<file path="src/lfdc_pkg.sv">
// Constants, register map, gamma table and bus carrier for the LED fade/dimming control.
// Assumes a 100 MHz hclk; all timing figures are derived from it here.
package lfdc_pkg;

  // ==========================================================================
  // Timing
  localparam int CYC_PER_US          = 100;
  localparam int DEBOUNCE_MS         = 37;
  localparam int DEBOUNCE_CYCLES     = DEBOUNCE_MS * 1000 * CYC_PER_US;
  localparam int INT_PWM_HZ          = 220;
  localparam int PWM_SCALE           = 1000;
  localparam int PWM_TICK_CYCLES     = (CYC_PER_US * 1000000) / (INT_PWM_HZ * PWM_SCALE);
  localparam int FADE_STEPS          = 63;
  localparam int LEVEL_MAX           = FADE_STEPS - 1;
  localparam int INSTANT_RAMP_US     = 70;
  localparam int INSTANT_STEP_CYCLES = (INSTANT_RAMP_US * CYC_PER_US) / FADE_STEPS;

  // ==========================================================================
  // Register map
  localparam logic [31:0] RISE_OFS    = 32'h0000_0000;
  localparam logic [31:0] FALL_OFS    = 32'h0000_0004;
  localparam logic [31:0] STAT_OFS    = 32'h0000_0008;
  localparam logic [15:0] STEP_US_RST = 16'h0f80;

  // Status field positions
  localparam int ST_LVL0    = 0;
  localparam int ST_LVL1    = 8;
  localparam int ST_EN_ON   = 16;
  localparam int ST_DIM_ON  = 18;
  localparam int ST_OUT     = 20;
  localparam int ST_SWITCH_LIGHT_OUTPUT    = 22;
  localparam int ST_PULSE   = 23;
  localparam int ST_EXT     = 24;
  localparam int ST_POL     = 25;
  localparam int ST_STRAPOK = 26;

  // ==========================================================================
  // Gamma curve, duty in units of 1/PWM_SCALE
  localparam logic [9:0] GAMMA [0:62] = '{
    10'd0,   10'd2,   10'd4,   10'd6,   10'd8,   10'd10,  10'd12,  10'd16,
    10'd20,  10'd24,  10'd28,  10'd32,  10'd36,  10'd42,  10'd48,  10'd54,
    10'd60,  10'd66,  10'd72,  10'd80,  10'd88,  10'd96,  10'd104, 10'd112,
    10'd120, 10'd130, 10'd140, 10'd150, 10'd160, 10'd170, 10'd180, 10'd194,
    10'd208, 10'd222, 10'd236, 10'd250, 10'd264, 10'd282, 10'd300, 10'd318,
    10'd336, 10'd354, 10'd372, 10'd394, 10'd416, 10'd438, 10'd460, 10'd482,
    10'd504, 10'd534, 10'd564, 10'd594, 10'd624, 10'd654, 10'd684, 10'd722,
    10'd760, 10'd798, 10'd836, 10'd874, 10'd914, 10'd956, 10'd1000};

  // ==========================================================================
  // AHB-Lite request carrier
  typedef struct packed {
    logic        hsel;
    logic [31:0] haddr;
    logic [1:0]  htrans;
    logic        hwrite;
    logic [2:0]  hsize;
    logic [31:0] hwdata;
    logic        hready;
  } lfdc_ahb_req_s;

endpackage

</file>
<file path="src/lfdc_top.sv">
// Fade and dimming control for two main LED channels and one switch-light channel.
// Assumes synchronous pin inputs, static strap pins and a single AHB-Lite master.
//
// How it works
// - Each enable ramps own channel, 63 gamma steps
// - Toggling again mid-ramp reverses the ramp
// - Style strap high pulse-toggle, low level-follow
// - Debounced low pulse toggles channel on/off
// - All LED outputs start off after power-up
// - Level style: debounced high fades on
// - Level style: debounced low fades off
// - Rise and fall use separate step durations
// - Enables debounced 37ms on both edges
// - Switch light follows its enable directly
// - Switch light duty follows enable duty
// - Dimming input drives both main channels
// - Source strap high direct, low internal fade
// - Polarity strap selects dimming active level
// - Direct dimming bypasses gamma and ramps
// - Direct: leaving active turns off dim-on only
// - Internal: debounced dimming change fades both
// - Internal 220Hz PWM through gamma curve
// - Internal: leaving active fades dim-on only
// - Zero duration setting gives near-instant ramp
//
// The implementer's own choices: the register addresses and the AHB-Lite register port.
`timescale 1ns/10ps
module lfdc_top #(
  parameter int DEBOUNCE_CYCLES = lfdc_pkg::DEBOUNCE_CYCLES,
  parameter int PWM_TICK_CYCLES = lfdc_pkg::PWM_TICK_CYCLES
) (
  // Clock, reset, enable
  input  wire logic                  hclk,
  input  wire logic                  hresetn,
  input  wire logic                  ce,
  // AHB-Lite slave
  input  wire lfdc_pkg::lfdc_ahb_req_s ahb_req,
  output logic [31:0]                hrdata,
  output logic                       hreadyout,
  output logic                       hresp,
  // Control pins
  input  wire logic [1:0]            main_channel_enable,
  input  wire logic                  dimming_input,
  input  wire logic                  switch_light_enable,
  input  wire logic                  dimming_source_strap,
  input  wire logic                  enable_style_strap,
  input  wire logic                  dimming_polarity_strap,
  // Outputs
  output logic [1:0]                 main_led_outputs,
  output logic                       switch_light_output,
  output logic                       logic_supply_output
);

  // ==========================================================================
  // Parameter checks
  if (DEBOUNCE_CYCLES < 2 || DEBOUNCE_CYCLES >= (1 << 23)) begin : g_chk_deb
    $error("DEBOUNCE_CYCLES out of range");
  end
  if (PWM_TICK_CYCLES < 1 || PWM_TICK_CYCLES >= (1 << 20)) begin : g_chk_pwm
    $error("PWM_TICK_CYCLES out of range");
  end

  // ==========================================================================
  // Declarations
  logic        strap_ok;
  logic        pulse_mode;
  logic        ext_mode;
  logic        pol_high;
  logic [15:0] rise_duration_setting;
  logic [15:0] fall_duration_setting;
  logic [23:0] rise_cyc;
  logic [23:0] fall_cyc;
  logic [2:0]  db_raw;
  logic [2:0]  db_lvl;
  logic [2:0]  db_rise;
  logic [2:0]  db_fall;
  logic [22:0] db_cnt [0:2];
  logic        act_raw;
  logic        act_q;
  logic        dim_rise;
  logic        dim_fall;
  logic [1:0]  en_on;
  logic [1:0]  dim_on;
  logic [1:0]  next_en_on;
  logic [1:0]  next_dim_on;
  logic [5:0]  level [0:1];
  logic [23:0] ramp_cnt [0:1];
  logic [1:0]  step_done;
  logic [19:0] tick_cnt;
  logic [9:0]  pwm_phase;
  logic        dp_wr;
  logic [31:0] dp_addr;
  logic        ap_take;

  assign logic_supply_output = 1'b1;

  // ==========================================================================
  // Strap capture after reset release
  always_ff @(posedge hclk or negedge hresetn) begin
    if (!hresetn) begin
      strap_ok   <= 1'b0;
      pulse_mode <= 1'b0;
      ext_mode   <= 1'b0;
      pol_high   <= 1'b0;
    end else if (ce && !strap_ok) begin
      strap_ok   <= 1'b1;
      pulse_mode <= enable_style_strap;
      ext_mode   <= dimming_source_strap;
      pol_high   <= dimming_polarity_strap;
    end
  end

  // ==========================================================================
  // Debouncers: two enables and the dimming active level
  assign act_raw = strap_ok && (dimming_input == pol_high);
  assign db_raw  = {act_raw, main_channel_enable};

  for (genvar k = 0; k < 3; k++) begin : g_deb
    logic fire;
    assign fire       = ce && (db_raw[k] != db_lvl[k]) && (db_cnt[k] == 23'(DEBOUNCE_CYCLES - 1));
    assign db_rise[k] = fire && db_raw[k];
    assign db_fall[k] = fire && !db_raw[k];
    always_ff @(posedge hclk or negedge hresetn) begin
      if (!hresetn) begin
        db_lvl[k] <= 1'b0;
        db_cnt[k] <= '0;
      end else if (ce) begin
        if (db_raw[k] == db_lvl[k]) begin
          db_cnt[k] <= '0;
        end else if (fire) begin
          db_lvl[k] <= db_raw[k];
          db_cnt[k] <= '0;
        end else begin
          db_cnt[k] <= db_cnt[k] + 23'd1;
        end
      end
    end

  end

  // ==========================================================================
  // Dimming edges, direct or debounced
  always_ff @(posedge hclk or negedge hresetn) begin
    if (!hresetn) begin
      act_q <= 1'b0;
    end else if (ce) begin
      act_q <= act_raw;
    end
  end

  assign dim_rise = ext_mode ? (ce && act_raw && !act_q) : db_rise[2];
  assign dim_fall = ext_mode ? (ce && !act_raw && act_q) : db_fall[2];

  // ==========================================================================
  // Internal PWM time base
  always_ff @(posedge hclk or negedge hresetn) begin
    if (!hresetn) begin
      tick_cnt  <= '0;
      pwm_phase <= '0;
    end else if (ce) begin
      if (tick_cnt == 20'(PWM_TICK_CYCLES - 1)) begin
        tick_cnt <= '0;
        if (pwm_phase == 10'(lfdc_pkg::PWM_SCALE - 1)) begin
          pwm_phase <= '0;
        end else begin
          pwm_phase <= pwm_phase + 10'd1;
        end
      end else begin
        tick_cnt <= tick_cnt + 20'd1;
      end
    end
  end

  // ==========================================================================
  // Ramp step durations
  assign rise_cyc = (rise_duration_setting == 16'h0000) ? 24'(lfdc_pkg::INSTANT_STEP_CYCLES)
                    : 24'(rise_duration_setting) * 24'(lfdc_pkg::CYC_PER_US);
  assign fall_cyc = (fall_duration_setting == 16'h0000) ? 24'(lfdc_pkg::INSTANT_STEP_CYCLES)
                    : 24'(fall_duration_setting) * 24'(lfdc_pkg::CYC_PER_US);

  // ==========================================================================
  // Main channels
  for (genvar i = 0; i < 2; i++) begin : g_ch
    logic       tgt_on;
    logic       goal_full;
    logic [5:0] goal;
    logic [23:0] step_cyc;

    assign tgt_on = en_on[i] || dim_on[i];

    // Channel state: dimming events first, enable events override
    always_comb begin
      next_en_on[i]  = en_on[i];
      next_dim_on[i] = dim_on[i];
      if (dim_rise && !tgt_on) begin
        next_dim_on[i] = 1'b1;
      end
      if (dim_fall || (ext_mode && !act_raw)) begin
        next_dim_on[i] = 1'b0;
      end
      if (pulse_mode) begin
        if (db_fall[i]) begin
          next_en_on[i]  = !tgt_on;
          next_dim_on[i] = 1'b0;
        end
      end else begin
        if (db_rise[i]) begin
          next_en_on[i] = 1'b1;
        end
        if (db_fall[i]) begin
          next_en_on[i]  = 1'b0;
          next_dim_on[i] = 1'b0;
        end
      end
      if (!strap_ok) begin
        next_en_on[i]  = 1'b0;
        next_dim_on[i] = 1'b0;
      end
    end

    always_ff @(posedge hclk or negedge hresetn) begin
      if (!hresetn) begin
        en_on[i]  <= 1'b0;
        dim_on[i] <= 1'b0;
      end else if (ce) begin
        en_on[i]  <= next_en_on[i];
        dim_on[i] <= next_dim_on[i];
      end
    end

    // Ramp engine; reversal just changes the goal
    assign goal_full    = en_on[i] || (dim_on[i] && !ext_mode);
    assign goal         = goal_full ? 6'(lfdc_pkg::LEVEL_MAX) : 6'd0;
    assign step_cyc     = (goal > level[i]) ? rise_cyc : fall_cyc;
    assign step_done[i] = (level[i] != goal) && (ramp_cnt[i] >= step_cyc - 24'd1);

    always_ff @(posedge hclk or negedge hresetn) begin
      if (!hresetn) begin
        level[i]    <= '0;
        ramp_cnt[i] <= '0;
      end else if (ce) begin
        if (level[i] == goal) begin
          ramp_cnt[i] <= '0;
        end else if (step_done[i]) begin
          ramp_cnt[i] <= '0;
          level[i]    <= (goal > level[i]) ? level[i] + 6'd1 : level[i] - 6'd1;
        end else begin
          ramp_cnt[i] <= ramp_cnt[i] + 24'd1;
        end
      end
    end

    always_ff @(posedge hclk or negedge hresetn) begin
      if (!hresetn) begin
        main_led_outputs[i] <= 1'b0;
      end else if (ce) begin
        main_led_outputs[i] <= (pwm_phase < lfdc_pkg::GAMMA[level[i]])
                               || (ext_mode && next_dim_on[i]);
      end
    end

  end

  // ==========================================================================
  // Switch light channel
  always_ff @(posedge hclk or negedge hresetn) begin
    if (!hresetn) begin
      switch_light_output <= 1'b0;
    end else if (ce) begin
      switch_light_output <= strap_ok && switch_light_enable;
    end
  end

  // ==========================================================================
  // AHB-Lite slave: wait states only while ce is low, always OKAY
  assign hreadyout = ce;
  assign hresp     = 1'b0;
  assign ap_take   = ce && ahb_req.hsel && ahb_req.htrans[1] && ahb_req.hready;

  always_ff @(posedge hclk or negedge hresetn) begin
    if (!hresetn) begin
      dp_wr   <= 1'b0;
      dp_addr <= '0;
    end else if (ce) begin
      dp_wr   <= ap_take && ahb_req.hwrite;
      dp_addr <= ahb_req.haddr;
    end
  end

  always_ff @(posedge hclk or negedge hresetn) begin
    if (!hresetn) begin
      rise_duration_setting <= lfdc_pkg::STEP_US_RST;
      fall_duration_setting <= lfdc_pkg::STEP_US_RST;
    end else if (ce && dp_wr) begin
      if (dp_addr == lfdc_pkg::RISE_OFS) begin
        rise_duration_setting <= ahb_req.hwdata[15:0];
      end
      if (dp_addr == lfdc_pkg::FALL_OFS) begin
        fall_duration_setting <= ahb_req.hwdata[15:0];
      end
    end
  end

  always_ff @(posedge hclk or negedge hresetn) begin
    if (!hresetn) begin
      hrdata <= '0;
    end else if (ce) begin
      hrdata <= '0;
      if (ap_take && !ahb_req.hwrite) begin
        case (ahb_req.haddr)
          lfdc_pkg::RISE_OFS: begin
            hrdata[15:0] <= (dp_wr && dp_addr == lfdc_pkg::RISE_OFS) ? ahb_req.hwdata[15:0]
                            : rise_duration_setting;
          end
          lfdc_pkg::FALL_OFS: begin
            hrdata[15:0] <= (dp_wr && dp_addr == lfdc_pkg::FALL_OFS) ? ahb_req.hwdata[15:0]
                            : fall_duration_setting;
          end
          lfdc_pkg::STAT_OFS: begin
            hrdata[lfdc_pkg::ST_LVL0 +: 6]  <= level[0];
            hrdata[lfdc_pkg::ST_LVL1 +: 6]  <= level[1];
            hrdata[lfdc_pkg::ST_EN_ON +: 2] <= en_on;
            hrdata[lfdc_pkg::ST_DIM_ON +: 2] <= dim_on;
            hrdata[lfdc_pkg::ST_OUT +: 2]   <= main_led_outputs;
            hrdata[lfdc_pkg::ST_SWITCH_LIGHT_OUTPUT]       <= switch_light_output;
            hrdata[lfdc_pkg::ST_PULSE]      <= pulse_mode;
            hrdata[lfdc_pkg::ST_EXT]        <= ext_mode;
            hrdata[lfdc_pkg::ST_POL]        <= pol_high;
            hrdata[lfdc_pkg::ST_STRAPOK]    <= strap_ok;
          end
          default: begin
            hrdata <= '0;
          end
        endcase
      end
    end
  end
endmodule

</file>
<file path="config.mk">
export PLATFORM = sky130hd
export DESIGN_NAME = lfdc_top
export DESIGN_NICKNAME = d
export VERILOG_FILES = /design/src/lfdc_pkg.sv /design/src/lfdc_top.sv
export SDC_FILE = /design/constraint.sdc
export NUM_CORES = 1
export LEC_CHECK = 0
export BUFFER_PORTS_ARGS = -buffer_cell sky130_fd_sc_hd__buf_2
export CORE_UTILIZATION = 65
export CTS_BUF_LIST = sky130_fd_sc_hd__clkbuf_2
export CTS_CLUSTER_DIAMETER = 100
export DETAILED_ROUTE_END_ITERATION = 12
export PLACE_DENSITY_LB_ADDON = 0.08
export SLEW_MARGIN = 20
export SYNTH_ARGS = -nofsm -noshare
export SYNTH_HDL_FRONTEND = slang
export SYNTH_SLANG_ARGS = --single-unit
</file>
<file path="constraint.sdc">
create_clock -name hclk -period 15.3 [get_ports hclk]
set_clock_uncertainty 0.05 [all_clocks]
set_input_delay 0.765 -clock hclk [delete_from_list [all_inputs] [get_ports hclk]]
set_output_delay 0.765 -clock hclk [all_outputs]
set_load 0.05 [all_outputs]
</file>
# After elaboration in Yosys (flattened, before gate mapping)
# Memories as Yosys holds them, arrays and structs flattened.
# Cells that the tools add are included.
[op_classes]
n_addsub = 13
mul = 2
magnitude_cmp = 8
eq_ne = 23
muxes = 52
bitwise = 7
n_reduce_logical = 66
[ops]
columns = ["cell", "count"]
rows = [
  ["two-way mux 23 bit", 10],
  ["two-way mux 24 bit", 4],
  ["adder 23 x 1 -> 23 bit, second input constant", 3],
  ["equality test 23 x 22 -> 1 bit, second input constant", 3],
  ["equality test 32 x 3 -> 1 bit, second input constant", 2],
  ["logical NOT 32 bit", 2],
  ["two-way mux 10 bit", 5],
  ["adder 24 x 1 -> 24 bit, second input constant", 2],
  ["greater-or-equal comparator 24 bit", 2],
  ["subtractor 23 x 1 -> 24 bit, second input constant", 2],
  ["multiplier 16 x 5 -> 21 bit, second input constant", 2],
  ["logical AND 1 bit", 36],
  ["case mux 6 bit (3 select lines)", 2],
  ["equality test 32 x 4 -> 1 bit, second input constant", 1],
  ["logical NOT 16 bit", 2],
  ["two-way mux 16 bit", 2],
  ["two-way mux 27 bit", 1],
  ["two-way mux 6 bit", 4],
  ["AND reduction 3 bit", 7],
  ["adder 20 x 1 -> 20 bit, second input constant", 1],
  ["equality test 20 x 9 -> 1 bit, second input constant", 1],
  ["< comparator 10 bit", 2],
  ["two-way mux 1 bit", 20],
  ["two-way mux 20 bit", 1],
  ["19 further kinds", 54],
]
[totals]
ff_bits = 271
romBits = 1280
output_inout_bits = 38
mem_count = 2
[memory_table]
columns = ["name", "words", "word_bits", "read_ports", "rd_ports_with_merged_regs", "write_ports", "line", "text"]
rows = [
  ["(name not given)", 64, 10, 1, 0, 0, "lfdc_top.sv:257", "main_led_outputs[i] <= (pwm_phase < lfdc_pkg::GAMMA[level[i]])"],
  ["(name not given)", 64, 10, 1, 0, 0, "lfdc_top.sv:257", ""],
]

# Longest topological paths before layout
# Gate-level depths: netlist of the first run.
[logic_depth]
ltp_word = 14
mapped_depth = 30
ltp_nobuf = 26

# Worst setup path before layout of the first run
# OpenSTA, ideal clock, no wires.
[synth_timing]
path_kind = "flip-flop to flip-flop"
start = "register fall_duration_setting[4]"
end = "register ramp_cnt[39] (netlist name)"
t_arrival_ps = 6112
required_ps = 15168
slack_ps = 9056
path_stages_with_launch = 28
synth_period_minus_slack_ps = 6244
cell_sequence = "dfrtp_1 inv_1 ha_1 ha_1 inv_1 fa_1 inv_1 ha_1 buf_6 a21o_1 a221o_2 o22ai_1 xor2_1 o22ai_1 or3_4 nor4_4 or3b_1 ha_1 nand4_1 nor2_1 and3_1 a221oi_1 o21ai_1 nor4_2 buf_4 buf_4 o21ai_0 a31oi_1"
[synth_between]
elab_chain_cells = 8
elab_cells_between_ends = 9
cone_classes = "add/sub (1); mul (1); order compare (1); mux (4); reduce/logical (2)"
[synth_lines]
columns = ["element", "line", "text"]
rows = [
  ["start, declared", "lfdc_top.sv:70", "logic [15:0] fall_duration_setting;"],
  ["start signal, assigned", "lfdc_top.sv:293", "fall_duration_setting <= lfdc_pkg::STEP_US_RST;"],
  ["start signal, assigned", "lfdc_top.sv:299", "fall_duration_setting <= ahb_req.hwdata[15:0];"],
  ["multiplier 16 x 5 -> 21 bit or logical NOT 16 bit (tied branches)", "lfdc_top.sv:179, lfdc_top.sv:178", ""],
  ["two-way mux 23 bit *", "lfdc_top.sv:178", "assign fall_cyc = (fall_duration_setting == 16'h0000) ? 24'(lfdc_pkg::INSTANT_STEP_CYCLES)"],
  ["two-way mux 23 bit *", "lfdc_top.sv:234", "assign step_cyc = (goal > level[i]) ? rise_cyc : fall_cyc;"],
  ["subtractor 23 x 1 -> 24 bit *", "lfdc_top.sv:235", "assign step_done[i] = (level[i] != goal) && (ramp_cnt[i] >= step_cyc - 24'd1);"],
  ["greater-or-equal comparator 24 bit *", "lfdc_top.sv:235", ""],
  ["logical AND 1 bit *", "lfdc_top.sv:235", ""],
  ["two-way mux 24 bit *", "lfdc_top.sv:244", "end else if (step_done[i]) begin"],
  ["two-way mux 24 bit *", "lfdc_top.sv:242", "if (level[i] == goal) begin"],
  ["end signal, assigned by index", "lfdc_top.sv:248", "ramp_cnt[i] <= ramp_cnt[i] + 24'd1;"],
  ["end, declared", "lfdc_top.sv:87", "logic [23:0] ramp_cnt [0:1];"],
]
# Every way passes the cells marked *; elsewhere a longest branch is shown, timed or not.
# A chain may end at the register's enable or synchronous reset.

# Final worst setup path of the first run
[layout_timing]
start = "register level[4] (netlist name)"
end = "register level[1] (netlist name)"
[layout_between]
elab_chain_cells = 6
elab_cells_between_ends = 10
cone_classes = "add/sub (1); order compare (2); eq/ne (2); mux (2); bitwise (1); reduce/logical (2)"
[layout_lines]
columns = ["element", "line", "text"]
rows = [
  ["start, declared", "lfdc_top.sv:86", "logic [5:0] level [0:1];"],
  ["start signal, assigned by index", "lfdc_top.sv:246", "level[i] <= (goal > level[i]) ? level[i] + 6'd1 : level[i] - 6'd1;"],
  ["> comparator 6 bit", "lfdc_top.sv:234, lfdc_top.sv:246", ""],
  ["two-way mux 23 bit", "lfdc_top.sv:234", ""],
  ["subtractor 23 x 1 -> 24 bit", "lfdc_top.sv:235", ""],
  ["greater-or-equal comparator 24 bit", "lfdc_top.sv:235", ""],
  ["logical AND 1 bit", "lfdc_top.sv:235", ""],
  ["AND reduction 3 bit (no source line)", "-", ""],
]
# Several ways; a longest one is shown, not always the timed one.

==> summary.txt, run 1 <==
Outcome
  – Status: completed

STA
  – Post-layout min period: 7749 ps
  – RSZ-0062 raised after global routing: no
  – Maximum clock rate: roughly 0.13 GHz
  – Period utilization: 0.5065
  – Max transition margin: 0.2792
  – Hold Violations, Final: 0
  – Setup violators final: 0
  – Final WS setup: around 7600 ps
  – Measured slew at the worst slew-check pin: 1081 ps
  – Slew Limit Fails: 0
  – Setup_tns: 0 ps

Logic synthesis
  – Distinct cells, synth: 84
  – Largest family of logic cells by synthesized area: compound AO/OA/AOI/OAI gates
  – Count leader, synth: dfrtp_1
  – Post-synthesis instance total: 2442
  – Largest area contributor in the netlist: dfrtp_1
  – Syn Area/Cell: between 8 and 9 µm²
  – Number of synthesized flops with an enable pin: 0
  – Flops & latches, synth: roughly 270
  – Seq/Total Area, Yosys: 0.3162
  – Synth Area in Compound Gates: 0.2024
  – Synth Area in Adders: 0.1533
  – Yosys top cell area share: 0.3037
  – Simple-Gate Fraction of Synth Area: 0.1877
  – Area contributors post-synth: dfrtp_1, ha_1, o21ai_0
  – Mux contribution to synthesized area: 0.04449
  – Post-Synthesis Cell Area: 21090 µm²
  – Post-synth top cells: dfrtp_1, nand2_1, ha_1
  – Post-Synth XOR/XNOR Area: 0.04443
  – Yosys Warn Count: 0
  – Asr flop ratio synth: 1.000
  – Top FF cell, synth: dfrtp_1

Drt
  – DR pass1 iterations: 6
  – DRT antenna net count: 0
  – Wirelength per Cell: ~19 µm
  – Via count: 19.44k
  – Iteration-0 DRC Markers: between 1.5k and 2k
  – Final routed DRC violation total: 0
  – Total Wirelength: between 50 and 60 mm
  – Vias/cell: about 6.4

Clock tree
  – CTS resizes: 0
  – Clock latency on the worst-skew pair: approximately 970 ps
  – Clk sinks: around 270
  – Clk Tree Root Cell: clkbuf_2
  – TritonCTS clock tree: yes
  – Total CTS buffers: between 70 and 80
  – CTS Buffer Depth: 3
  – Clk slew on worst S/H paths: 90 ps
  – H-Tree Depth: 3

Final layout
  – Reg area: 6669 µm²
  – Area of the multi-input gates: around 13000 µm²
  – Layout cells sized above 1: 0.1143
  – NumNets Final: 2889
  – Non-filler cells, final: approximately 3k
  – Fillers: ~2.5k
  – Synth-to-Final Area Change: 8.690%

Die
  – Die area: roughly 33000 µm²
  – Initial Utilization: 0.6650
  – Die W: 182.1 µm
  – Core Box Area: ~32000 µm²
  – Ports: 120
  – Die Ht: between 150 and 200 µm
  – Row count: between 60 and 70

Flow run
  – Max cap viols: 0

Place
  – Port Buffer Count: roughly 90
  – Placed insts: between 2k and 3k
  – DP Wirelength: 40.96 mm
  – Routability cong.: ~0.97
  – Post-Place Worst Slack: 7653 ps

GRT
  – Number of global-route vias before repair: about 19k
  – Initial antenna violation count: 3
  – Largest net degree at the start of global routing: between 100 and 150
  – First-pass GRT wire length: about 95 mm
  – Tot GR Track Use: 0.3543
  – Grt total ovfl: 0

Worst setup path
  – Worst-path maximum fanout: 26
  – Setup CP Type: reg2reg
  – Worst Path Required: roughly 16000 ps
  – Crit. End Element: flip-flop
  – CP startpoint kind: flip-flop
  – R2R depth: 20
  – Worst Path Arrival: roughly 8600 ps

Power
  – Pwr dens: between 80 and 90 nW/µm²
  – Max rail drop VDD: 0.00006132 V
  – Total power: 1.877 mW
  – Pleak: 10.80 nW

Worst hold path
  – Hold WC Path Type: in2reg
  – Hold Path Depth: 3
## metrics by stage
stage | instance area [µm²] | hold slack, ps | utilization
detailed placement | 21720 | 421.8 | 0.6849
global route | 22930 | 43.71 | 0.7228
CTS | 22910 | 24.28 | 0.7222
floorplan | 21110 | 392.6 | -
finish | 22930 | 92.14 | 0.7228
global placement | 21720 | 404.7 | 0.6849
## cell type report
class | instances | area share
inverter | 155 | 0.02538
multi-input combinational | 1908 | 0.5842
antenna | 4 | 0.0004366
clock buffer | 108 | 0.02358
sequential | 266 | 0.2909
tap | 402 | 0.02194
timing repair buffer | 157 | 0.04737
clock inverter | 22 | 0.006167
## routing by layer
metal	vias up	GRT usage	routed length, µm	part of all wire
li1	9166	-	-	-
met1	9368	0.4624	24790	0.43
met4	0	0.1499	2039	0.035
met2	768	0.5730	26980	0.47
met5	-	0	0	0
met3	141	0.07324	4166	0.072
## placed cells by master (no fill, tap or decap), drive strengths merged, types with 31 or more instances in the layout
cell type,instances
ha,220
nand4,52
nor3,52
o2bb2ai,31
a21o,39
buf,107
mux2i,42
nor4,46
dlygate4sd3,50
a31oi,41
nor2,174
a22o,31
o21ai,216
dfrtp,256
mux2,42
inv,152
nand3,75
a21oi,114
nand2,236
xor2,42
xnor2,65
and3,54
clkbuf,108
## flip-flops by register name, summed over array words and instances (netlist names), 3 cells and up
name	cells
pwm_phase	10
ramp_cnt	48
dp_addr	32
tick_cnt	20
db_lvl	3
db_cnt	69
level	12
fall_duration_setting	16
rise_duration_setting	16
hrdata	27
## report_power, final
group	total, mW	internal (mW)	switching, mW
Clock	0.542	0.222	0.320
Combinational	0.547	0.201	0.346
Sequential	0.788	0.742	0.0459
## worst max-delay path: stages (launching register included)
cell and delay, ps:
dfrtp_1 870, clkinv_1 470, ha_1 420, and3_1 210
a221o_1 160, and2_1 700, inv_1 630, o31ai_1 430
ha_1 260, o21ai_0 170, nor2_1 320, nand3_1 140
or4_1 560, ha_1 310, nand4_1 120, nor2_1 90
and3_1 180, a211oi_1 300, o21ai_0 220, o21ai_1 600
mux2_2 400
## cells by family (layout without fill, tap and decap cells)
group | Yosys count | count (layout)
flops | 266 | 266
xor+xnor | 107 | 107
simple gates | 804 | 804
compound gates | 660 | 660
buf+inv | 273 | 442
fa+ha+maj | 244 | 244
mux | 86 | 86
other cells | 2 | 11
## what timing repair did
action / 4_1_cts / 5_1_grt
hold endpoints to repair: 178 / 0
buffers inserted: 0 / 0
hold buffers: 50 / 0
## worst paths after layout
check,start,slack (ps),end
min,ahb_req[7],90,rise_duration_setting[6]
max reg2reg,level[4],7550,level[1]
max in group asynchronous,hresetn,13190,fall_duration_setting[13]
max,level[4],7550,level[1]
min in group asynchronous,hresetn,410,pol_high
min reg2reg,tick_cnt[19],440,tick_cnt[19]
Power figures use the tool's default switching activity.
==> run 2, diff against run 1 <==
--- a/config.mk
+++ b/config.mk
@@ -6,7 +6,7 @@
 export NUM_CORES = 1
 export LEC_CHECK = 0
 export BUFFER_PORTS_ARGS = -buffer_cell sky130_fd_sc_hd__buf_2
-export CORE_UTILIZATION = 65
+export CORE_UTILIZATION = 64
 export CTS_BUF_LIST = sky130_fd_sc_hd__clkbuf_2
 export CTS_CLUSTER_DIAMETER = 100
 export DETAILED_ROUTE_END_ITERATION = 12
==> constraint.sdc (replaced) <==
create_clock -name hclk -period 7.75 [get_ports hclk]
set_clock_uncertainty 0.05 [all_clocks]
set_input_delay 0.3875 -clock hclk [delete_from_list [all_inputs] [get_ports hclk]]
set_output_delay 0.3875 -clock hclk [all_outputs]
set_load 0.05 [all_outputs]
==> summary.txt, run 2 (synthesized netlist as in run 1, its figures left out) <==
Outcome
  – Status: completed

Die
  – Die W: 183.5 µm (+0.77%)
  – Row count: 66 (+1.5%)
  – Die Ht: 183.5 µm (+0.77%)
  – Initial Utilization: 0.6499 (-0.01508)
  – Core Box Area: 32450 µm² (+2.3%)
  – Die area: 33690 µm² (+1.5%)
  – Ports: 120 (unchanged)

Final layout
  – Reg area: 6669 µm² (unchanged)
  – Fillers: 2603 (+6.1%)
  – NumNets Final: 2903 (+0.48%)
  – Synth-to-Final Area Change: 9.586%
  – Area of the multi-input gates: 13400 µm² (about the same)
  – Largest Register: db_cnt
  – Max reg flops: 69 (unchanged)
  – Most common cell after layout, fill and taps aside: dfrtp_1
  – Layout cells sized above 1: 0.1133 (-0.0009887)
  – Largest regs: db_cnt (69), ramp_cnt (48), dp_addr (32)
  – Most frequent cells in the layout: dfrtp_1, nand2_1, ha_1, o21ai_0, nor2_1

Clock tree
  – CTS resizes: 0 (unchanged)
  – H-Tree Depth: 3 (unchanged)
  – Clock latency on the worst-skew pair: 970 ps (about the same)
  – CTS Buffer Depth: 3 (unchanged)
  – TritonCTS clock tree: yes
  – Clk Tree Root Cell: clkbuf_2
  – # hold bufs at CTS: 61 (+22%)
  – Clk slew on worst S/H paths: 130 ps (+40 ps)
  – Total CTS buffers: 73 (-2.7%)
  – Postcts setup bufs: 0 (unchanged)
  – Clk sinks: 266 (unchanged)

GRT
  – Number of global-route vias before repair: 18.39k (-1.4%)
  – Initial antenna violation count: 2 (-1)
  – Grt total ovfl: 0 (unchanged)
  – Largest net degree at the start of global routing: 137 (+9.6%)
  – First-pass GRT wire length: 93.24 mm (-1.7%)
  – Tot GR Track Use: 0.3457 (-0.008593)

STA
  – Hold Violations, Final: 0 (unchanged)
  – Slew Limit Fails: 0 (unchanged)
  – Maximum clock rate: 0.1352 GHz (+4.8%)
  – Max transition margin: 0.2710 (-0.008252)
  – Setup violators final: 0 (unchanged)
  – RSZ-0062 raised after global routing: no
  – Final WS setup: 355.5 ps (-7195 ps)
  – Final Hold Slack: 169.6 ps (+77.41 ps)
  – Setup_tns: 0 ps (unchanged)
  – Period utilization: 0.9541 (+0.4477)
  – Measured slew at the worst slew-check pin: 1094 ps (+12.38 ps)
  – Post-layout min period: 7394 ps (-354.5 ps)

Power
  – Internal Power: 2.251 mW (+93%)
  – Pleak: 10.85 nW (+0.45%)
  – Clock power share: 0.280 (-0.009)
  – Pwr dens: 158.1 nW/µm² (+93%)
  – Comb power frac: 0.294 (+0.002)
  – Sw frac: 0.3841 (+0.005073)
  – Max rail drop VDD: 0.0001190 V (+94%)
  – Total power: 3.655 mW (+95%)
  – Switching pwr: 1.404 mW (+97%)
  – Sequential Power Share: 0.426 (+0.006)

Worst setup path
  – Crit. End Element: flip-flop
  – Worst-path maximum fanout: 45 (+73%)
  – Worst Path Required: 8520 ps (-7590 ps)
  – Worst Path Arrival: 8170 ps (-390 ps)
  – CP startpoint kind: flip-flop
  – Setup CP Type: reg2reg

Place
  – Post-Place Worst Slack: 816.2 ps (-6837 ps)
  – DP Wirelength: 40.15 mm (-2.0%)
  – Routability cong.: 1.027 (+5.6%)
  – Port Buffer Count: 92 (unchanged)

Drt
  – Total length of routed met3 wires: 4.130 mm (-0.86%)
  – DRT antenna net count: 0 (unchanged)
  – Final routed DRC violation total: 0 (unchanged)
  – Iteration-0 DRC Markers: 1825 (+7.9%)
  – Wirelength per Cell: 18.85 µm (-1.8%)
  – Vias/cell: 6.337 (-1.5%)
  – DR pass1 iterations: 6 (unchanged)
  – Routed wl met2: 26.62 mm (-1.3%)
  – DR top layer: met4
  – Via count: 19.48k (+0.16%)
  – Total Wirelength: 57.92 mm (about the same)
  – Met1 WL: 25.01 mm (+0.90%)

Flow run
  – Max cap viols: 0 (unchanged)

Worst hold path
  – Hold WC Path Type: in2reg
## run 2: layout make-up
cell class,count,share of cell area
Multi-Input combinational cell,1908,0.5795
Sequential cell,266,0.2885
Timing Repair Buffer,173,0.05489
Inverter,155,0.02517
Tap cell,442,0.02393
Clock buffer,98,0.02122
Clock inverter,30,0.006658
Antenna cell,1,0.0001083
## run 2: power by group through the flow
| stage | sequential, mW | clock [mW] | combinational [mW] |
|---|---|---|---|
| 2_1_floorplan | 1.56 | 0 | 0.729 |
| 3_3_place_gp | 1.57 | 0 | 0.997 |
| 3_5_place_dp | 1.58 | 0 | 1.03 |
| 4_1_cts | 1.55 | 1.04 | 1.06 |
| 5_1_grt | 1.57 | 1.12 | 1.19 |
| 6_report | 1.56 | 1.02 | 1.08 |
## run 2: metal layers
layer  global-route usage  vias to the layer above
met4               0.1507                        0
met2               0.5533                      739
li1                     -                     9213
met5                    0                        -
met1               0.4599                     9360
met3              0.06121                      163
## run 2: worst paths after layout
path / start / slack, ps / depth (start not counted) / to
min: ahb_req[53] / 170 / 3 / dp_addr[14]
max reg2reg: rise_duration_setting[2] / 360 / 22 / ramp_cnt[47]
max: rise_duration_setting[2] / 360 / 22 / ramp_cnt[47]
min in group asynchronous: hresetn / 420 / 3 / db_cnt[16]
max in group asynchronous: hresetn / 6080 / 4 / dp_addr[20]
min reg2reg: tick_cnt[19] / 430 / 1 / tick_cnt[19]
## run 2: worst max-delay path, cell delays in order, from the launching register on
cell      delay [ps]
dfrtp_1          550
inv_1            230
ha_1             370
ha_1             330
fa_1             470
ha_1             430
nand3_1          140
a21boi_0         400
o21ai_0          330
a211oi_1         290
a21oi_1          110
nor4_1           880
nand4_1          210
xor2_1           220
ha_1             320
nand4_1          130
nor4_1           340
o311ai_0         220
o21ai_1          400
nor4_4            50
buf_4            290
and3_1           220
a221o_1          250
## run 2: metrics by stage
step,area [µm²],std cells,utilization
after detailed placement,21810,2881,0.6720
after CTS,23060,3070,0.7107
after global placement,21810,2881,0.6720
final,23110,3073,0.7122
after global routing,23110,3073,0.7122
after floorplan,21110,2447,-
